`src/psi_pkg.sv`:
```
// Function
// - Reset samples duplex pin into control bit 8
// - Reset samples activity pin into bit 12
// - Duplex pin drives active low after sampling
// - Activity pin active low, function set by 1eh
// - Speed pin: speed, or 100M link
// - Modes 00/10: duplex pin low when full
// - Mode 01: duplex level, blinks on collision
// - Mode 00: activity pin low on collision
// - Modes 01/10: activity pin blinks on traffic
// - Power-down input active low, low powers down
// - Indicator mode writable by software at 1eh
//
// Purpose: Constants shared by the status indicator block.
// Assumes: 10 MHz system clock, 16-bit register port.
// Notes:   Register offsets are byte-free indices on the plain port.
package psi_pkg;

   // Clock
   localparam int CLK_PERIOD_NS = 100;

   // Register port
   localparam int ADDR_W = 5;
   localparam int DATA_W = 16;
   localparam logic [4:0] REG_CTRL = 5'h00;
   localparam logic [4:0] REG_MODE = 5'h1E;
   localparam logic [4:0] REG_STATUS = 5'h1F;

   // Control register fields
   localparam int CTRL_DUPLEX_BIT = 8;
   localparam int CTRL_ANEG_BIT = 12;

   // Mode register field
   localparam int MODE_LSB = 0;
   localparam logic [1:0] MODE_RST = 2'h0;

   // Status register fields
   localparam int STAT_RUN_BIT = 0;
   localparam int STAT_PD_BIT = 1;
   localparam int STAT_LINK_BIT = 2;
   localparam int STAT_SPEED_BIT = 3;
   localparam int STAT_FULL_BIT = 4;
   localparam int STAT_COL_BIT = 5;
   localparam int STAT_ACT_BIT = 6;
   localparam int STAT_BLINK_BIT = 7;

   // Indicator modes
   localparam logic [1:0] MODE_00 = 2'h0;
   localparam logic [1:0] MODE_01 = 2'h1;
   localparam logic [1:0] MODE_10 = 2'h2;
   localparam logic [1:0] MODE_11 = 2'h3;

   // Strap window after reset release
   localparam int STRAP_TIME_NS = 2000;
   localparam int STRAP_CYCLES = (STRAP_TIME_NS + CLK_PERIOD_NS - 1) / CLK_PERIOD_NS;
   localparam int STRAP_CNT_W = 8;

   // Blink half period
   localparam int BLINK_HALF_US = 50000;
   localparam int BLINK_CYCLES = (BLINK_HALF_US * 1000) / CLK_PERIOD_NS;

   // Controller states
   typedef enum logic {
      PSI_ST_STRAP,
      PSI_ST_RUN
   } psi_state_e;

endpackage : psi_pkg

```
`src/psi_sync.sv`:
```
// Purpose: Two-stage synchroniser for pin inputs.
// Assumes: Inputs are asynchronous to clk_sys.
// Notes:   Only the second stage is visible outside.
`timescale 1ns/100ps
module psi_sync #(
   parameter int WIDTH = 1,
   // Idle level of each pin, so leaving reset shows no false change
   parameter logic [WIDTH-1:0] RST_VAL = '0
) (
   // Clock and reset
   input wire logic clk_sys,
   input wire logic nrst,
   // Data
   input wire logic [WIDTH-1:0] d,
   output logic [WIDTH-1:0] q
);

   typedef struct packed {
      logic [WIDTH-1:0] meta;
      logic [WIDTH-1:0] stable;
   } psi_sync_s;

   psi_sync_s r;
   psi_sync_s next_r;

   // First stage feeds only the second stage
   always_comb begin
      next_r.meta = d;
      next_r.stable = r.meta;
   end

   // State register
   always_ff @(posedge clk_sys or negedge nrst) begin
      if (!nrst) begin
         r <= {RST_VAL, RST_VAL};
      end else begin
         r <= next_r;
      end
   end

   assign q = r.stable;

endmodule // psi_sync

```
`src/psi_indicators.sv`:
```
// Purpose: Status indicator outputs with strap capture at reset.
// Assumes: Link status inputs come from logic on clk_sys; pins and
//          the power-down input are asynchronous.
// Notes:   Indicator pins are released during the strap window so
//          board resistors set their level; they drive afterwards.
`timescale 1ns/100ps
module psi_indicators
   import psi_pkg::*;
#(
   parameter int BLINK_HALF_CYCLES = BLINK_CYCLES
) (
   // Clock and reset
   input wire logic clk_sys,
   input wire logic nrst,
   // Register port
   input wire logic [ADDR_W-1:0] addr,
   input wire logic [DATA_W-1:0] wr_data,
   input wire logic wr_en,
   input wire logic rd_en,
   output logic [DATA_W-1:0] rd_data,
   // Link status from the transceiver core
   input wire logic link_up,
   input wire logic hundred_mbit_speed,
   input wire logic full_duplex,
   input wire logic collision,
   input wire logic activity,
   // Power-down pin
   input wire logic power_down_n,
   // Speed indicator pin
   output logic speed_indicator_out,
   output logic speed_indicator_oe,
   // Duplex indicator pin, also strap
   input wire logic duplex_indicator_in,
   output logic duplex_indicator_out,
   output logic duplex_indicator_oe,
   // Collision/activity indicator pin, also autoneg strap
   input wire logic collision_activity_indicator_in,
   output logic collision_activity_indicator_out,
   output logic collision_activity_indicator_oe,
   // Control outputs to the core
   output logic duplex_select,
   output logic autoneg_enable_bit,
   output logic power_down
);

   localparam int CNT_W = $clog2(BLINK_HALF_CYCLES + 1);

   typedef struct packed {
      psi_state_e state;
      logic [STRAP_CNT_W-1:0] strap_cnt;
      logic [CNT_W-1:0] blink_cnt;
      logic blink_phase;
      logic [1:0] indicator_mode_select;
      logic duplex_select;
      logic autoneg_enable_bit;
      logic power_down;
      logic [DATA_W-1:0] rd_data;
      logic spd_out;
      logic dup_out;
      logic ca_out;
      logic pins_oe;
   } psi_state_s;

   psi_state_s r;
   psi_state_s next_r;

   // Synchronised pin levels
   logic [2:0] pin_sync;
   logic dup_strap;
   logic ca_strap;
   logic pd_n_sync;

   // Reserved mode falls back to the plain mode
   function automatic logic [1:0] psi_eff_mode(input logic [1:0] m);
      psi_eff_mode = (m == MODE_11) ? MODE_00 : m;
   endfunction

   // Strap pins and power-down arrive from outside the clock domain
   // Power-down pin idles high: a zero reset value would fake a power-down pulse
   psi_sync #(
      .WIDTH(3),
      .RST_VAL(3'h4)
   ) i_psi_sync (
      .clk_sys(clk_sys),
      .nrst(nrst),
      .d({power_down_n, collision_activity_indicator_in, duplex_indicator_in}),
      .q(pin_sync)
   );

   assign dup_strap = pin_sync[0];
   assign ca_strap = pin_sync[1];
   assign pd_n_sync = pin_sync[2];

   // Next-state logic
   always_comb begin
      logic [1:0] eff;
      logic [DATA_W-1:0] rd_word;
      eff = psi_eff_mode(r.indicator_mode_select);
      rd_word = '0;
      next_r = r;

      // Free-running blink timer; slow enough to see, one rate for all
      if (r.blink_cnt == CNT_W'(BLINK_HALF_CYCLES - 1)) begin
         next_r.blink_cnt = '0;
         next_r.blink_phase = ~r.blink_phase;
      end else begin
         next_r.blink_cnt = r.blink_cnt + CNT_W'(1);
      end

      // Low level on the pin requests power down
      next_r.power_down = ~pd_n_sync;

      // Register writes
      if (wr_en) begin
         if (addr == REG_CTRL) begin
            next_r.duplex_select = wr_data[CTRL_DUPLEX_BIT];
            next_r.autoneg_enable_bit = wr_data[CTRL_ANEG_BIT];
         end else if (addr == REG_MODE) begin
            next_r.indicator_mode_select = wr_data[MODE_LSB +: 2];
         end
      end

      // Register reads; data stands only in the following cycle
      case (addr)
         REG_CTRL: begin
            rd_word[CTRL_DUPLEX_BIT] = r.duplex_select;
            rd_word[CTRL_ANEG_BIT] = r.autoneg_enable_bit;
         end
         REG_MODE: begin
            rd_word[MODE_LSB +: 2] = r.indicator_mode_select;
         end
         REG_STATUS: begin
            rd_word[STAT_RUN_BIT] = (r.state == PSI_ST_RUN);
            rd_word[STAT_PD_BIT] = r.power_down;
            rd_word[STAT_LINK_BIT] = link_up;
            rd_word[STAT_SPEED_BIT] = hundred_mbit_speed;
            rd_word[STAT_FULL_BIT] = full_duplex;
            rd_word[STAT_COL_BIT] = collision;
            rd_word[STAT_ACT_BIT] = activity;
            rd_word[STAT_BLINK_BIT] = r.blink_phase;
         end
         default: begin
            rd_word = '0;
         end
      endcase
      next_r.rd_data = rd_en ? rd_word : '0;

      // Pin sequencing
      case (r.state)
         PSI_ST_STRAP: begin
            // Pins float so the strap resistors set their level
            next_r.pins_oe = 1'b0;
            next_r.spd_out = 1'b1;
            next_r.dup_out = 1'b1;
            next_r.ca_out = 1'b1;
            next_r.strap_cnt = r.strap_cnt + STRAP_CNT_W'(1);
            if (r.strap_cnt == STRAP_CNT_W'(STRAP_CYCLES - 1)) begin
               // Strap wins over a write landing in the same cycle
               next_r.duplex_select = dup_strap;
               next_r.autoneg_enable_bit = ca_strap;
               next_r.state = PSI_ST_RUN;
               next_r.pins_oe = 1'b1;
            end
         end
         PSI_ST_RUN: begin
            next_r.pins_oe = 1'b1;
            // Speed pin
            if (eff == MODE_10) begin
               next_r.spd_out = ~(link_up & hundred_mbit_speed);
            end else begin
               next_r.spd_out = ~hundred_mbit_speed;
            end
            // Duplex pin: lit when full duplex
            if (eff == MODE_01) begin
               next_r.dup_out = ~full_duplex ^ (collision & r.blink_phase);
            end else begin
               next_r.dup_out = ~full_duplex;
            end
            // Collision/activity pin
            if (eff == MODE_00) begin
               next_r.ca_out = ~collision;
            end else begin
               next_r.ca_out = activity ? r.blink_phase : 1'b1;
            end
            // All lamps dark while powered down
            if (r.power_down) begin
               next_r.spd_out = 1'b1;
               next_r.dup_out = 1'b1;
               next_r.ca_out = 1'b1;
            end
         end
         default: begin
            next_r.state = PSI_ST_STRAP;
            next_r.strap_cnt = '0;
            next_r.pins_oe = 1'b0;
         end
      endcase
   end

   // State register; constants only under reset
   always_ff @(posedge clk_sys or negedge nrst) begin
      if (!nrst) begin
         r <= '0;
         r.state <= PSI_ST_STRAP;
         r.indicator_mode_select <= MODE_RST;
         r.spd_out <= 1'b1;
         r.dup_out <= 1'b1;
         r.ca_out <= 1'b1;
      end else begin
         r <= next_r;
      end
   end

   // Outputs come straight from the state register
   assign rd_data = r.rd_data;
   assign speed_indicator_out = r.spd_out;
   assign speed_indicator_oe = r.pins_oe;
   assign duplex_indicator_out = r.dup_out;
   assign duplex_indicator_oe = r.pins_oe;
   assign collision_activity_indicator_out = r.ca_out;
   assign collision_activity_indicator_oe = r.pins_oe;
   assign duplex_select = r.duplex_select;
   assign autoneg_enable_bit = r.autoneg_enable_bit;
   assign power_down = r.power_down;

endmodule // psi_indicators

```
`config.mk`:
```
export PLATFORM = sky130hd
export DESIGN_NAME = psi_indicators
export DESIGN_NICKNAME = d
export VERILOG_FILES = /design/src/psi_pkg.sv /design/src/psi_sync.sv /design/src/psi_indicators.sv
export SDC_FILE = /design/constraint.sdc
export NUM_CORES = 1
export LEC_CHECK = 0
export ABC_AREA = 1
export BUFFER_PORTS_ARGS = -buffer_cell sky130_fd_sc_hd__buf_2
export CAP_MARGIN = 20
export CELL_PAD_IN_SITES_DETAIL_PLACEMENT = 0
export CELL_PAD_IN_SITES_GLOBAL_PLACEMENT = 1
export CORE_ASPECT_RATIO = 1.1
export CORE_MARGIN = 4
export CORE_UTILIZATION = 27
export DETAILED_ROUTE_END_ITERATION = 12
export GPL_TIMING_DRIVEN = 1
export PLACE_DENSITY = 0.57
export SYNTH_ARGS = -nofsm -noshare
export SYNTH_HDL_FRONTEND = slang
export SYNTH_SLANG_ARGS = --single-unit
```
`constraint.sdc`:
```
create_clock -name clk_sys -period 1.96 [get_ports clk_sys]
set_clock_uncertainty 0.2 [all_clocks]
set_input_delay 0.392 -clock clk_sys [delete_from_list [all_inputs] [get_ports clk_sys]]
set_output_delay 0.392 -clock clk_sys [all_outputs]
set_load 0.01 [all_outputs]
```
==> out/qor.json, run 1 <==
{
  "clock_sink_count": {"value": 53},
  "critical_path.reg2reg.endpoint": {"value": "r[25]$_DFFE_PN0N_"},
  "crit_slowest_cell": {"value": "sky130_fd_sc_hd__dfrtp_1"},
  "crit_path_frequent_cell": {"value": "sky130_fd_sc_hd__nand2_2"},
  "finalWirelength": {"value": 5180, "unit": "um"},
  "grt_use_total": {"value": 0.0975},
  "critPathCaptureType": {"value": "flop"},
  "die_area": {"value": 0.0113, "unit": "mm^2"},
  "critical_path_class": {"value": "flop to flop"},
  "hold_viol": {"value": 0},
  "yosys.cell_types.count": {"value": 28},
  "switching_share_of_total_power": {"value": 0.243},
  "synth_top_area_frac": {"value": 0.461},
  "clock_tree_root_driver_cell": {"value": "sky130_fd_sc_hd__clkbuf_8"},
  "hold_path_depth": {"value": 2},
  "worstSetupStartpointType": {"value": "flop"},
  "gp_congestion": {"value": 0.740},
  "ir_drop": {"value": 0.252, "unit": "mV"},
  "post_synth_fa_ha_maj_area_fraction": {"value": 0.0192},
  "clock_insertion_delay_worst_skew": {"value": 0.30, "unit": "ns"},
  "yosysTopAreaCell": {"value": "sky130_fd_sc_hd__dfrtp_1"},
  "ctsHtreeMaxLevel": {"value": 2},
  "grt_antenna_before_repair": {"value": 0},
  "summed_instance_area_of_the_synthesized_netlist": {"value": 0.00260, "unit": "mm^2"},
  "worstPathCellList": {"value": "ha_1 -> nand2_2 -> inv_2 -> nand2_2 -> nor2_2 -> nand2_2 -> nor2_8 -> nand2_1 -> nand2_1"},
  "synthSimpleGateAreaFrac": {"value": 0.283},
  "tritoncts_clock_tree": {"value": "yes"},
  "remaining_design_rule_violation_count": {"value": 0},
  "finalCritPeriodShare": {"value": 0.849},
  "synth.cells.most_frequent": {"value": "sky130_fd_sc_hd__nand2_1, sky130_fd_sc_hd__dfrtp_1, sky130_fd_sc_hd__inv_1"},
  "critical_path.n_buffers_inverters": {"value": 1},
  "max_freq": {"value": 601, "unit": "MHz"},
  "worst_slack": {"value": 0.295, "unit": "ns"},
  "syn-instance-count": {"value": 297},
  "combPwrFrac": {"value": 0.076},
  "dp_hpwl": {"value": 3850, "unit": "um"},
  "num-nets-final": {"value": 372},
  "drv_slew": {"value": 0},
  "report.final.setup_viol": {"value": 0},
  "p_sw": {"value": 0.462, "unit": "mW"},
  "yosys_warnings": {"value": 0},
  "maximum_fanout_encountered_on_the_critical_timing_path": {"value": 8},
  "finalCoreUtilization": {"value": 0.317},
  "syn_avg_cell_area": {"value": 8.77, "unit": "um^2"},
  "synth.ff_latch_count": {"value": 53},
  "cells_on_worst_reg2reg_path": {"value": 9},
  "core": {"value": 0.00940, "unit": "mm^2"},
  "route.antenna.remaining_nets": {"value": 0},
  "share_clk_of_total_power": {"value": 0.324},
  "core.rowCount": {"value": 37},
  "cap_violations": {"value": 0},
  "number_of_global_route_vias_before_repair": {"value": 1874},
  "synth_enable_flop_cells": {"value": 0},
  "p_int": {"value": 1.44, "unit": "mW"},
  "drt_iter0_markers": {"value": 54},
  "period_needed": {"value": 1.66, "unit": "ns"},
  "r2r-start": {"value": "r[26]$_DFF_PN0_"},
  "synth_compound_gate_area_share": {"value": 0.0211},
  "maximum_number_of_pins_on_one_net_before_global_route_repair": {"value": 54},
  "setup-tns-final": {"value": 0, "unit": "ns"},
  "yosysMostFrequentCell": {"value": "sky130_fd_sc_hd__nand2_1"},
  "fp.dieW": {"value": 102, "unit": "um"},
  "io_buffer_count": {"value": 39},
  "synth_to_final_area_change": {"value": 14.3, "unit": "%"},
  "gr_overflow_total": {"value": 0},
  "p_leak": {"value": 1.53, "unit": "nW"},
  "run_status": {"value": "complete, no violations"},
  "place_worst_setup_slack": {"value": 0.294, "unit": "ns"},
  "rsz0062_at_grt": {"value": "no"},
  "synth_mux_area_frac": {"value": 0},
  "power_frac_seq": {"value": 0.600},
  "cpLargestDelayFamily": {"value": "simple AND/OR/NAND/NOR gates"},
  "crit_path_max_incr_delay": {"value": 0.38, "unit": "ns"},
  "synth-seq-area-share": {"value": 0.512},
  "wire_per_inst": {"value": 11.4, "unit": "um"},
  "path_clk_slew": {"value": 0.10, "unit": "ns"},
  "fp.dieH": {"value": 111, "unit": "um"},
  "power_per_cell_area": {"value": 640, "unit": "mW/mm^2"},
  "synth_xor_xnor_area_share": {"value": 0.0471},
  "ios": {"value": 58},
  "async_reset_ff_frac": {"value": 1.00},
  "drt_first_pass_iters": {"value": 4},
  "hold-path-endpoint": {"value": "speed_indicator_out$_DFF_PN1_"},
  "final_layout_size_suffix_gt1_frac": {"value": 0.217},
  "hold_path.startpoint": {"value": "hundred_mbit_speed"},
  "worst_ep_arrival_time": {"value": 1.71, "unit": "ns"},
  "worst_hold_slack": {"value": 0.0482, "unit": "ns"},
  "detailroute.via_count": {"value": 1883},
  "detail_route.vias_per_cell": {"value": 4.16},
  "cp_data_required_time": {"value": 2.01, "unit": "ns"},
  "initial_utilization": {"value": 0.277},
  "netlist_top_cells_area": {"value": "sky130_fd_sc_hd__dfrtp_1, sky130_fd_sc_hd__nand2_1, sky130_fd_sc_hd__inv_1"},
  "reg2reg_setup_slack": {"value": 0.30, "unit": "ns"},
  "grt_pass1_wl": {"value": 8900, "unit": "um"},
  "max-clock-path-buffers": {"value": 2},
  "hold_path.class": {"value": "input pin to flop"},
  "synthFlopType": {"value": "sky130_fd_sc_hd__dfrtp_1"},
  "tritoncts.num_buffers": {"value": 5},
  "dominant_combinational_cell_family_by_area_after_synthesis": {"value": "simple AND/OR/NAND/NOR gates"},
  "num_antenna_cells": {"value": 0}
}
## timing repair
action,4_1_cts,5_1_grt
endpoints found under the hold margin,51,0
setup buffers,0,0
gates resized for setup,0,0
hold buffers,4,0
## power by group through the flow
stage / combinational (mW) / sequential, mW / clock (mW)
floorplan: 0.0666 / 1.17 / 0
global placement: 0.142 / 1.16 / 0
detailed placement: 0.142 / 1.17 / 0
CTS: 0.150 / 1.14 / 0.663
global route: 0.170 / 1.15 / 0.695
finish: 0.146 / 1.14 / 0.617
## cell usage in the layout, fill, tap and decap left out, types with 2 or more instances in the layout
| cell | synthesis | layout |
|---|---|---|
| sky130_fd_sc_hd__nand2_1 | 53 | 53 |
| sky130_fd_sc_hd__dfrtp_1 | 48 | 48 |
| sky130_fd_sc_hd__inv_1 | 43 | 43 |
| sky130_fd_sc_hd__nor2_1 | 39 | 39 |
| sky130_fd_sc_hd__buf_2 | 0 | 39 |
| sky130_fd_sc_hd__nand3_1 | 20 | 20 |
| sky130_fd_sc_hd__nand4_1 | 14 | 14 |
| sky130_fd_sc_hd__xor2_1 | 11 | 11 |
| sky130_fd_sc_hd__nor2_2 | 8 | 8 |
| sky130_fd_sc_hd__nor3_1 | 6 | 6 |
| sky130_fd_sc_hd__conb_1 | 1 | 6 |
| sky130_fd_sc_hd__clkbuf_8 | 0 | 5 |
| sky130_fd_sc_hd__dfstp_2 | 5 | 5 |
| sky130_fd_sc_hd__nand2_2 | 4 | 4 |
| sky130_fd_sc_hd__ha_1 | 4 | 4 |
| sky130_fd_sc_hd__dlygate4sd3_1 | 0 | 4 |
| sky130_fd_sc_hd__o211ai_1 | 3 | 3 |
| sky130_fd_sc_hd__a21oi_1 | 3 | 3 |
| sky130_fd_sc_hd__xnor2_1 | 3 | 3 |
| sky130_fd_sc_hd__or2_2 | 2 | 2 |
| sky130_fd_sc_hd__nor2_4 | 2 | 2 |
| sky130_fd_sc_hd__o21ai_0 | 2 | 2 |
## per-layer routing
layer | vias to the layer above | global-route usage | routed length, um
li1 | 978 | - | -
met1 | 861 | 0.129 | 2380
met2 | 40 | 0.158 | 2430
met3 | 4 | 0.0233 | 320
met4 | 0 | 0.0266 | 46
met5 | - | 0 | 0
## sequential cells by signal (all words and copies together), names as in the netlist
name                              flops
rd_data                              10
speed_indicator_out                   1
duplex_indicator_out                  1
i_psi_sync.q                          3
r                                    30
autoneg_enable_bit                    1
collision_activity_indicator_out      1
collision_activity_indicator_oe       1
power_down                            1
duplex_select                         1
i_psi_sync.next_r                     3
## worst max-delay path by stage
| stage | startpoint | endpoint | slack (ns) | cells past startpoint |
|---|---|---|---|---|
| after global routing | r[26]$_DFF_PN0_ | r[25]$_DFFE_PN0N_ | 0.15 | 9 |
| after CTS | r[26]$_DFF_PN0_ | r[25]$_DFFE_PN0N_ | 0.26 | 9 |
| after global placement | r[26]$_DFF_PN0_ | r[25]$_DFFE_PN0N_ | 0.28 | 9 |
| after floorplan | r[26]$_DFF_PN0_ | r[25]$_DFFE_PN0N_ | 0.47 | 9 |
| after detailed placement | r[26]$_DFF_PN0_ | r[25]$_DFFE_PN0N_ | 0.29 | 9 |
| final | r[26]$_DFF_PN0_ | r[25]$_DFFE_PN0N_ | 0.30 | 9 |
## cells by family (layout without fill, tap and decap cells)
logic type / Yosys count / count (layout)
compound gates: 9 / 9
xor+xnor: 14 / 14
fa+ha+maj: 4 / 4
buf+inv: 63 / 97
flops: 53 / 53
other cells: 1 / 6
simple gates: 153 / 153
## metrics by stage
step           instance area (um^2)  power (mW)  std cells
3_3_place_gp                   2850        1.31        441
3_5_place_dp                   2850        1.31        441
2_1_floorplan                  2620        1.24        302
5_1_grt                        2980        2.01        453
4_1_cts                        2980        1.96        453
6_report                       2980        1.91        453
## area by class of cell
cell class	instances	area [um^2]
clock buffers	6	72.6
clock inverters	2	13.8
fillers	1029	6420
inverters	45	169
multi-input cells	186	987
flip-flops and latches	53	1330
well taps	117	146
repair buffers	44	255
(Power assumes the default switching activity.)
==> inputs of run 2 (changes only) <==
Settings changed: PLACE_DENSITY 0.57 to 0.59.
Clock period 1.96 ns to 1.5 ns, I/O delays scaled along.
==> run 2 against run 1 <==
Against the previous run:
- the run now ends with negative setup slack left
- worst hold slack worse by 0.030 ns
- final cell count is 4.4% higher
- count of clock-buffer cells in the layout stayed put
- die area stayed put
- first-iteration DRC count is 15% higher
- combinational power is 37% higher
- flip-flop and latch count stayed put
- sequential share of layout area is 3.6 points lower
- final area is 9.2% higher
- fmax is 6.9% higher
- largest cell class unchanged
- highest routed layer unchanged
==> out/qor.json, run 2 (synthesized netlist as in run 1, its figures left out) <==
{
  "dp_hpwl": {"value": 4120, "unit": "um"},
  "remaining_design_rule_violation_count": {"value": 0},
  "initial_utilization": {"value": 0.277},
  "worst_hold_slack": {"value": 0.0177, "unit": "ns"},
  "worstSetupStartpointType": {"value": "flop"},
  "clock_tree_root_driver_cell": {"value": "sky130_fd_sc_hd__clkbuf_8"},
  "core.rowCount": {"value": 37},
  "finalWirelength": {"value": 5340, "unit": "um"},
  "place_worst_setup_slack": {"value": -0.0482, "unit": "ns"},
  "finalCritPeriodShare": {"value": 1.04},
  "report.final.setup_viol": {"value": 9},
  "p_int": {"value": 2.06, "unit": "mW"},
  "synth_to_final_area_change": {"value": 24.8, "unit": "%"},
  "critical_path_class": {"value": "flop to flop"},
  "worst_slack": {"value": -0.0572, "unit": "ns"},
  "p_sw": {"value": 0.614, "unit": "mW"},
  "combPwrFrac": {"value": 0.075},
  "clock_insertion_delay_worst_skew": {"value": 0.31, "unit": "ns"},
  "grt_pass1_wl": {"value": 9290, "unit": "um"},
  "route.antenna.remaining_nets": {"value": 0},
  "largest_register_ffs": {"value": 30},
  "rsz0062_at_grt": {"value": "yes"},
  "hold_path_depth": {"value": 4},
  "cells_on_worst_reg2reg_path": {"value": 8},
  "grt_antenna_before_repair": {"value": 0},
  "share_clk_of_total_power": {"value": 0.366},
  "tritoncts.num_buffers": {"value": 5},
  "num_antenna_cells": {"value": 0},
  "worst_ep_arrival_time": {"value": 1.55, "unit": "ns"},
  "maximum_number_of_pins_on_one_net_before_global_route_repair": {"value": 26},
  "num-nets-final": {"value": 392},
  "max_freq": {"value": 642, "unit": "MHz"},
  "grt_use_total": {"value": 0.101},
  "fp.dieH": {"value": 111, "unit": "um"},
  "max-clock-path-buffers": {"value": 2},
  "detail_route.vias_per_cell": {"value": 4.18},
  "placed_area": {"value": 0.00296, "unit": "mm^2"},
  "ir_drop": {"value": 0.342, "unit": "mV"},
  "gr_overflow_total": {"value": 0},
  "cap_violations": {"value": 0},
  "largest_register": {"value": "r"},
  "power_frac_seq": {"value": 0.559},
  "hold_path.class": {"value": "input pin to flop"},
  "drt_iter0_markers": {"value": 62},
  "layout.cells.most_common_list": {"value": "sky130_fd_sc_hd__nand2_1, sky130_fd_sc_hd__dfrtp_1, sky130_fd_sc_hd__inv_1"},
  "run_status": {"value": "finished, violations left"},
  "wire_per_inst": {"value": 11.3, "unit": "um"},
  "tritoncts_clock_tree": {"value": "yes"},
  "cell_area_after_layout": {"value": 0.00325, "unit": "mm^2"},
  "io_buffer_count": {"value": 39},
  "critPathCaptureType": {"value": "flop"},
  "detailroute.via_count": {"value": 1976},
  "path_clk_slew": {"value": 0.10, "unit": "ns"},
  "period_needed": {"value": 1.56, "unit": "ns"},
  "power_per_cell_area": {"value": 822, "unit": "mW/mm^2"},
  "ios": {"value": 58},
  "switching_share_of_total_power": {"value": 0.230},
  "fp.dieW": {"value": 102, "unit": "um"},
  "failed_checks": {"value": "negative setup slack"},
  "stdcell_count": {"value": 473},
  "number_of_global_route_vias_before_repair": {"value": 2021},
  "finalCoreUtilization": {"value": 0.346},
  "mostFrequentLayoutCell": {"value": "sky130_fd_sc_hd__nand2_1"},
  "drt_first_pass_iters": {"value": 4},
  "ctsHtreeMaxLevel": {"value": 2},
  "gp_congestion": {"value": 0.741},
  "die_area": {"value": 0.0113, "unit": "mm^2"},
  "clock_sink_count": {"value": 53},
  "dp_cells": {"value": 455},
  "drv_slew": {"value": 0},
  "p_leak": {"value": 1.68, "unit": "nW"},
  "hold_viol": {"value": 0},
  "maximum_fanout_encountered_on_the_critical_timing_path": {"value": 8},
  "final_layout_size_suffix_gt1_frac": {"value": 0.326},
  "cp_data_required_time": {"value": 1.49, "unit": "ns"},
  "core": {"value": 0.00940, "unit": "mm^2"},
  "nFillCells": {"value": 992}
}
## run 2: stage by stage
stage | total power [mW] | setup TNS (ns)
finish | 2.67 | -0.381
global route | 2.81 | -1.62
CTS | 2.73 | -0.467
detailed placement | 1.72 | -0.424
global placement | 1.71 | -0.360
floorplan | 1.62 | 0
## run 2: final timing paths
| check | from | endpoint | slack [ns] |
|---|---|---|---|
| min | link_up | speed_indicator_out$_DFF_PN1_ | 0.02 |
| min reg2reg | i_psi_sync.next_r[2]$_DFF_PN1_ | i_psi_sync.q[2]$_DFF_PN1_ | 0.16 |
| max in group asynchronous | nrst | duplex_indicator_out$_DFF_PN1_ | 0.35 |
| max | r[27]$_DFF_PN0_ | r[41]$_DFF_PN0_ | -0.06 |
| max reg2reg | r[27]$_DFF_PN0_ | r[41]$_DFF_PN0_ | -0.06 |
| min in group asynchronous | nrst | rd_data[8]$_DFF_PN0_ | 0.22 |
## run 2: cell type report
| class | instances | area, um^2 | share of cell area |
|---|---|---|---|
| sequential | 53 | 1340 | 0.412 |
| clock buffer | 6 | 72.6 | 0.0223 |
| multi-input combinational | 186 | 1040 | 0.321 |
| tap | 117 | 146 | 0.0450 |
| timing repair buffer | 64 | 440 | 0.135 |
| inverter | 45 | 171 | 0.0527 |
| clock inverter | 2 | 38.8 | 0.0119 |
## run 2: power groups by stage
stage	Combinational, mW	Clock [mW]	Sequential [mW]
CTS	0.203	1.03	1.50
global route	0.230	1.09	1.50
floorplan	0.0871	0	1.53
global placement	0.191	0	1.52
detailed placement	0.192	0	1.52
finish	0.200	0.980	1.49
## run 2: what timing repair did
item                       CTS  global route
resized for setup            3            30
hold buffers                 5             0
setup buffers                2             4
hold endpoints to repair    15             0
setup endpoints to repair   16            25
pin swaps                    5            10
cloned                       0             0
## run 2: critical path, cell delays in order, from the launching register on
cell and delay, ns:
sky130_fd_sc_hd__dfrtp_1 0.37, sky130_fd_sc_hd__ha_2 0.21, sky130_fd_sc_hd__nand2_4 0.07, sky130_fd_sc_hd__inv_4 0.08
sky130_fd_sc_hd__nand2_4 0.05, sky130_fd_sc_hd__nor2_2 0.08, sky130_fd_sc_hd__nand2_2 0.09, sky130_fd_sc_hd__nor2_8 0.23
sky130_fd_sc_hd__nor2_2 0.06
## run 2: per-layer routing
metal	vias up	global-route usage	wire, um
met5	-	0	0
met4	0	0.0266	53
met3	7	0.0264	297
met2	32	0.156	2440
met1	917	0.141	2550
li1	1020	-	-
==> inputs of run 3 (changes only) <==
Clock period 1.5 ns to 1.4 ns, I/O delays scaled along.
==> run 3 against run 2 <==
Against the previous run:
- the run still ends with negative setup slack left
- worst hold slack worse by 0.0078 ns
- final area grew 10%
- sequential power up 7%
- final cell count increased by 5.9%
- non-clock buffer count grew 28
- sequential share of layout area fell by 4.0 points
- critical endpoint is now r[34]$_DFF_PN0_
==> out/qor.json, run 3 (synthesized netlist as in run 1, its figures left out) <==
{
  "finalWirelength": {"value": 5670, "unit": "um"},
  "period_needed": {"value": 1.51, "unit": "ns"},
  "max_freq": {"value": 661, "unit": "MHz"},
  "cp-startpoint": {"value": "r[27]$_DFF_PN0_"},
  "num-nets-final": {"value": 420},
  "setup-tns-final": {"value": -1.45, "unit": "ns"},
  "placed_area": {"value": 0.00309, "unit": "mm^2"},
  "tritoncts_clock_tree": {"value": "yes"},
  "drv_slew": {"value": 0},
  "clock_sink_count": {"value": 53},
  "failed_checks": {"value": "negative setup slack"},
  "grt_pass1_wl": {"value": 9280, "unit": "um"},
  "detailroute.via_count": {"value": 2119},
  "place_worst_setup_slack": {"value": -0.135, "unit": "ns"},
  "hold_path.startpoint": {"value": "full_duplex"},
  "tritoncts.num_buffers": {"value": 5},
  "num_antenna_cells": {"value": 0},
  "core.rowCount": {"value": 37},
  "worst_slack": {"value": -0.113, "unit": "ns"},
  "remaining_design_rule_violation_count": {"value": 0},
  "gr_overflow_total": {"value": 0},
  "clock_insertion_delay_worst_skew": {"value": 0.31, "unit": "ns"},
  "fp.dieW": {"value": 102, "unit": "um"},
  "dp_cells": {"value": 472},
  "grt_antenna_before_repair": {"value": 0},
  "worstSetupStartpointType": {"value": "flop"},
  "cap_violations": {"value": 0},
  "dp_hpwl": {"value": 4050, "unit": "um"},
  "clock_tree_root_driver_cell": {"value": "sky130_fd_sc_hd__clkbuf_8"},
  "run_status": {"value": "finished, violations left"},
  "cp_data_required_time": {"value": 1.40, "unit": "ns"},
  "route.antenna.remaining_nets": {"value": 0},
  "ir_drop": {"value": 0.319, "unit": "mV"},
  "synth_to_final_area_change": {"value": 37.9, "unit": "%"},
  "fp.dieH": {"value": 111, "unit": "um"},
  "rsz0062_at_grt": {"value": "yes"},
  "largest_register": {"value": "r"},
  "hold_viol": {"value": 0},
  "detail_route.vias_per_cell": {"value": 4.23},
  "number_of_global_route_vias_before_repair": {"value": 2098},
  "stdcell_count": {"value": 501},
  "cell_area_after_layout": {"value": 0.00359, "unit": "mm^2"},
  "die_area": {"value": 0.0113, "unit": "mm^2"},
  "io_buffer_count": {"value": 39},
  "worst_ep_arrival_time": {"value": 1.51, "unit": "ns"},
  "p_leak": {"value": 1.86, "unit": "nW"},
  "grt_use_total": {"value": 0.102},
  "critPathCaptureType": {"value": "flop"},
  "ctsHtreeMaxLevel": {"value": 2},
  "r2r-start": {"value": "r[27]$_DFF_PN0_"},
  "hold_path_depth": {"value": 3},
  "final_layout_size_suffix_gt1_frac": {"value": 0.411},
  "layout.cells.most_common_list": {"value": "sky130_fd_sc_hd__nand2_1, sky130_fd_sc_hd__dfrtp_1, sky130_fd_sc_hd__buf_4"},
  "maximum_fanout_encountered_on_the_critical_timing_path": {"value": 8},
  "wire_per_inst": {"value": 11.3, "unit": "um"},
  "path_clk_slew": {"value": 0.10, "unit": "ns"},
  "critical_path_class": {"value": "flop to flop"},
  "report.final.setup_viol": {"value": 23},
  "power_per_cell_area": {"value": 752, "unit": "mW/mm^2"},
  "initial_utilization": {"value": 0.277},
  "drt_iter0_markers": {"value": 51},
  "maximum_number_of_pins_on_one_net_before_global_route_repair": {"value": 54},
  "largest_register_ffs": {"value": 30},
  "finalCritPeriodShare": {"value": 1.08},
  "cells_on_worst_reg2reg_path": {"value": 8},
  "drt_first_pass_iters": {"value": 4},
  "hold_path.class": {"value": "input pin to flop"},
  "gp_congestion": {"value": 0.804},
  "max-clock-path-buffers": {"value": 2},
  "ios": {"value": 58},
  "core": {"value": 0.00940, "unit": "mm^2"},
  "finalCoreUtilization": {"value": 0.382}
}
## run 3: cell types whose count changed in the layout (fill, tap and decap cells not counted), moves of 3 or more
cell	previous run	this run
sky130_fd_sc_hd__buf_6	6	12
sky130_fd_sc_hd__inv_1	41	38
sky130_fd_sc_hd__nand2_1	50	44
sky130_fd_sc_hd__buf_4	17	39
sky130_fd_sc_hd__nor2_2	15	11
sky130_fd_sc_hd__nand3_1	18	12
sky130_fd_sc_hd__nor2_4	2	7
sky130_fd_sc_hd__nand2_2	5	9
sky130_fd_sc_hd__nand3_2	3	7
## run 3: where the power goes
| part | switching (mW) | internal [mW] | total, mW |
|---|---|---|---|
| combinational | 0.121 | 0.0975 | 0.219 |
| clock | 0.525 | 0.354 | 0.879 |
| sequential | 0.0220 | 1.58 | 1.60 |
| total | 0.668 | 2.03 | 2.70 |
## run 3: repair_timing
action	4_1_cts	5_1_grt
resized for setup	32	32
endpoints found under the setup margin	30	30
endpoints found under the hold margin	55	0
hold buffers	7	0
pin swaps	17	21
setup buffers	6	9
## run 3: path summary, 6_finish.rpt
check / end / slack (ns)
max in group asynchronous: i_psi_sync.q[2]$_DFF_PN1_ / 0.41
worst max-delay path: r[34]$_DFF_PN0_ / -0.11
worst min register to register: i_psi_sync.q[0]$_DFF_PN0_ / 0.16
worst min-delay path: duplex_indicator_out$_DFF_PN1_ / 0.01
min in group asynchronous: r[30]$_DFF_PN0_ / 0.27
worst max register to register: r[34]$_DFF_PN0_ / -0.11
## run 3: final cells by class
| type | instances | area, um^2 |
|---|---|---|
| Clock buffer | 6 | 72.6 |
| Fill cell | 956 | 5810 |
| Timing Repair Buffer | 92 | 683 |
| Multi-Input combinational cell | 186 | 1160 |
| Clock inverter | 2 | 15.0 |
| Tap cell | 117 | 146 |
| Sequential cell | 53 | 1340 |
| Inverter | 45 | 175 |
## run 3: critical path: stages (launching register included)
cell	delay [ns]
sky130_fd_sc_hd__dfrtp_1	0.40
sky130_fd_sc_hd__ha_4	0.16
sky130_fd_sc_hd__nand2_4	0.07
sky130_fd_sc_hd__inv_6	0.08
sky130_fd_sc_hd__nand2_4	0.05
sky130_fd_sc_hd__nor2_4	0.10
sky130_fd_sc_hd__nand2_4	0.07
sky130_fd_sc_hd__nor2_8	0.19
sky130_fd_sc_hd__nor2_1	0.07
## run 3: metal layers
metal  share of wire  vias to the layer above  global-route usage
met5               0                        -                   0
met4           0.014                        0              0.0319
met3           0.056                        8              0.0233
met2            0.49                       48               0.168
met1            0.44                      987               0.131
li1                -                     1076                   -
## run 3: per-stage QoR
step | power, mW | hold WS, ns
after floorplan | 1.73 | -0.216
after global placement | 1.83 | 0.102
after detailed placement | 1.83 | 0.103
after CTS | 2.76 | 0.00224
after global routing | 2.85 | 0.0180
final | 2.70 | 0.00990
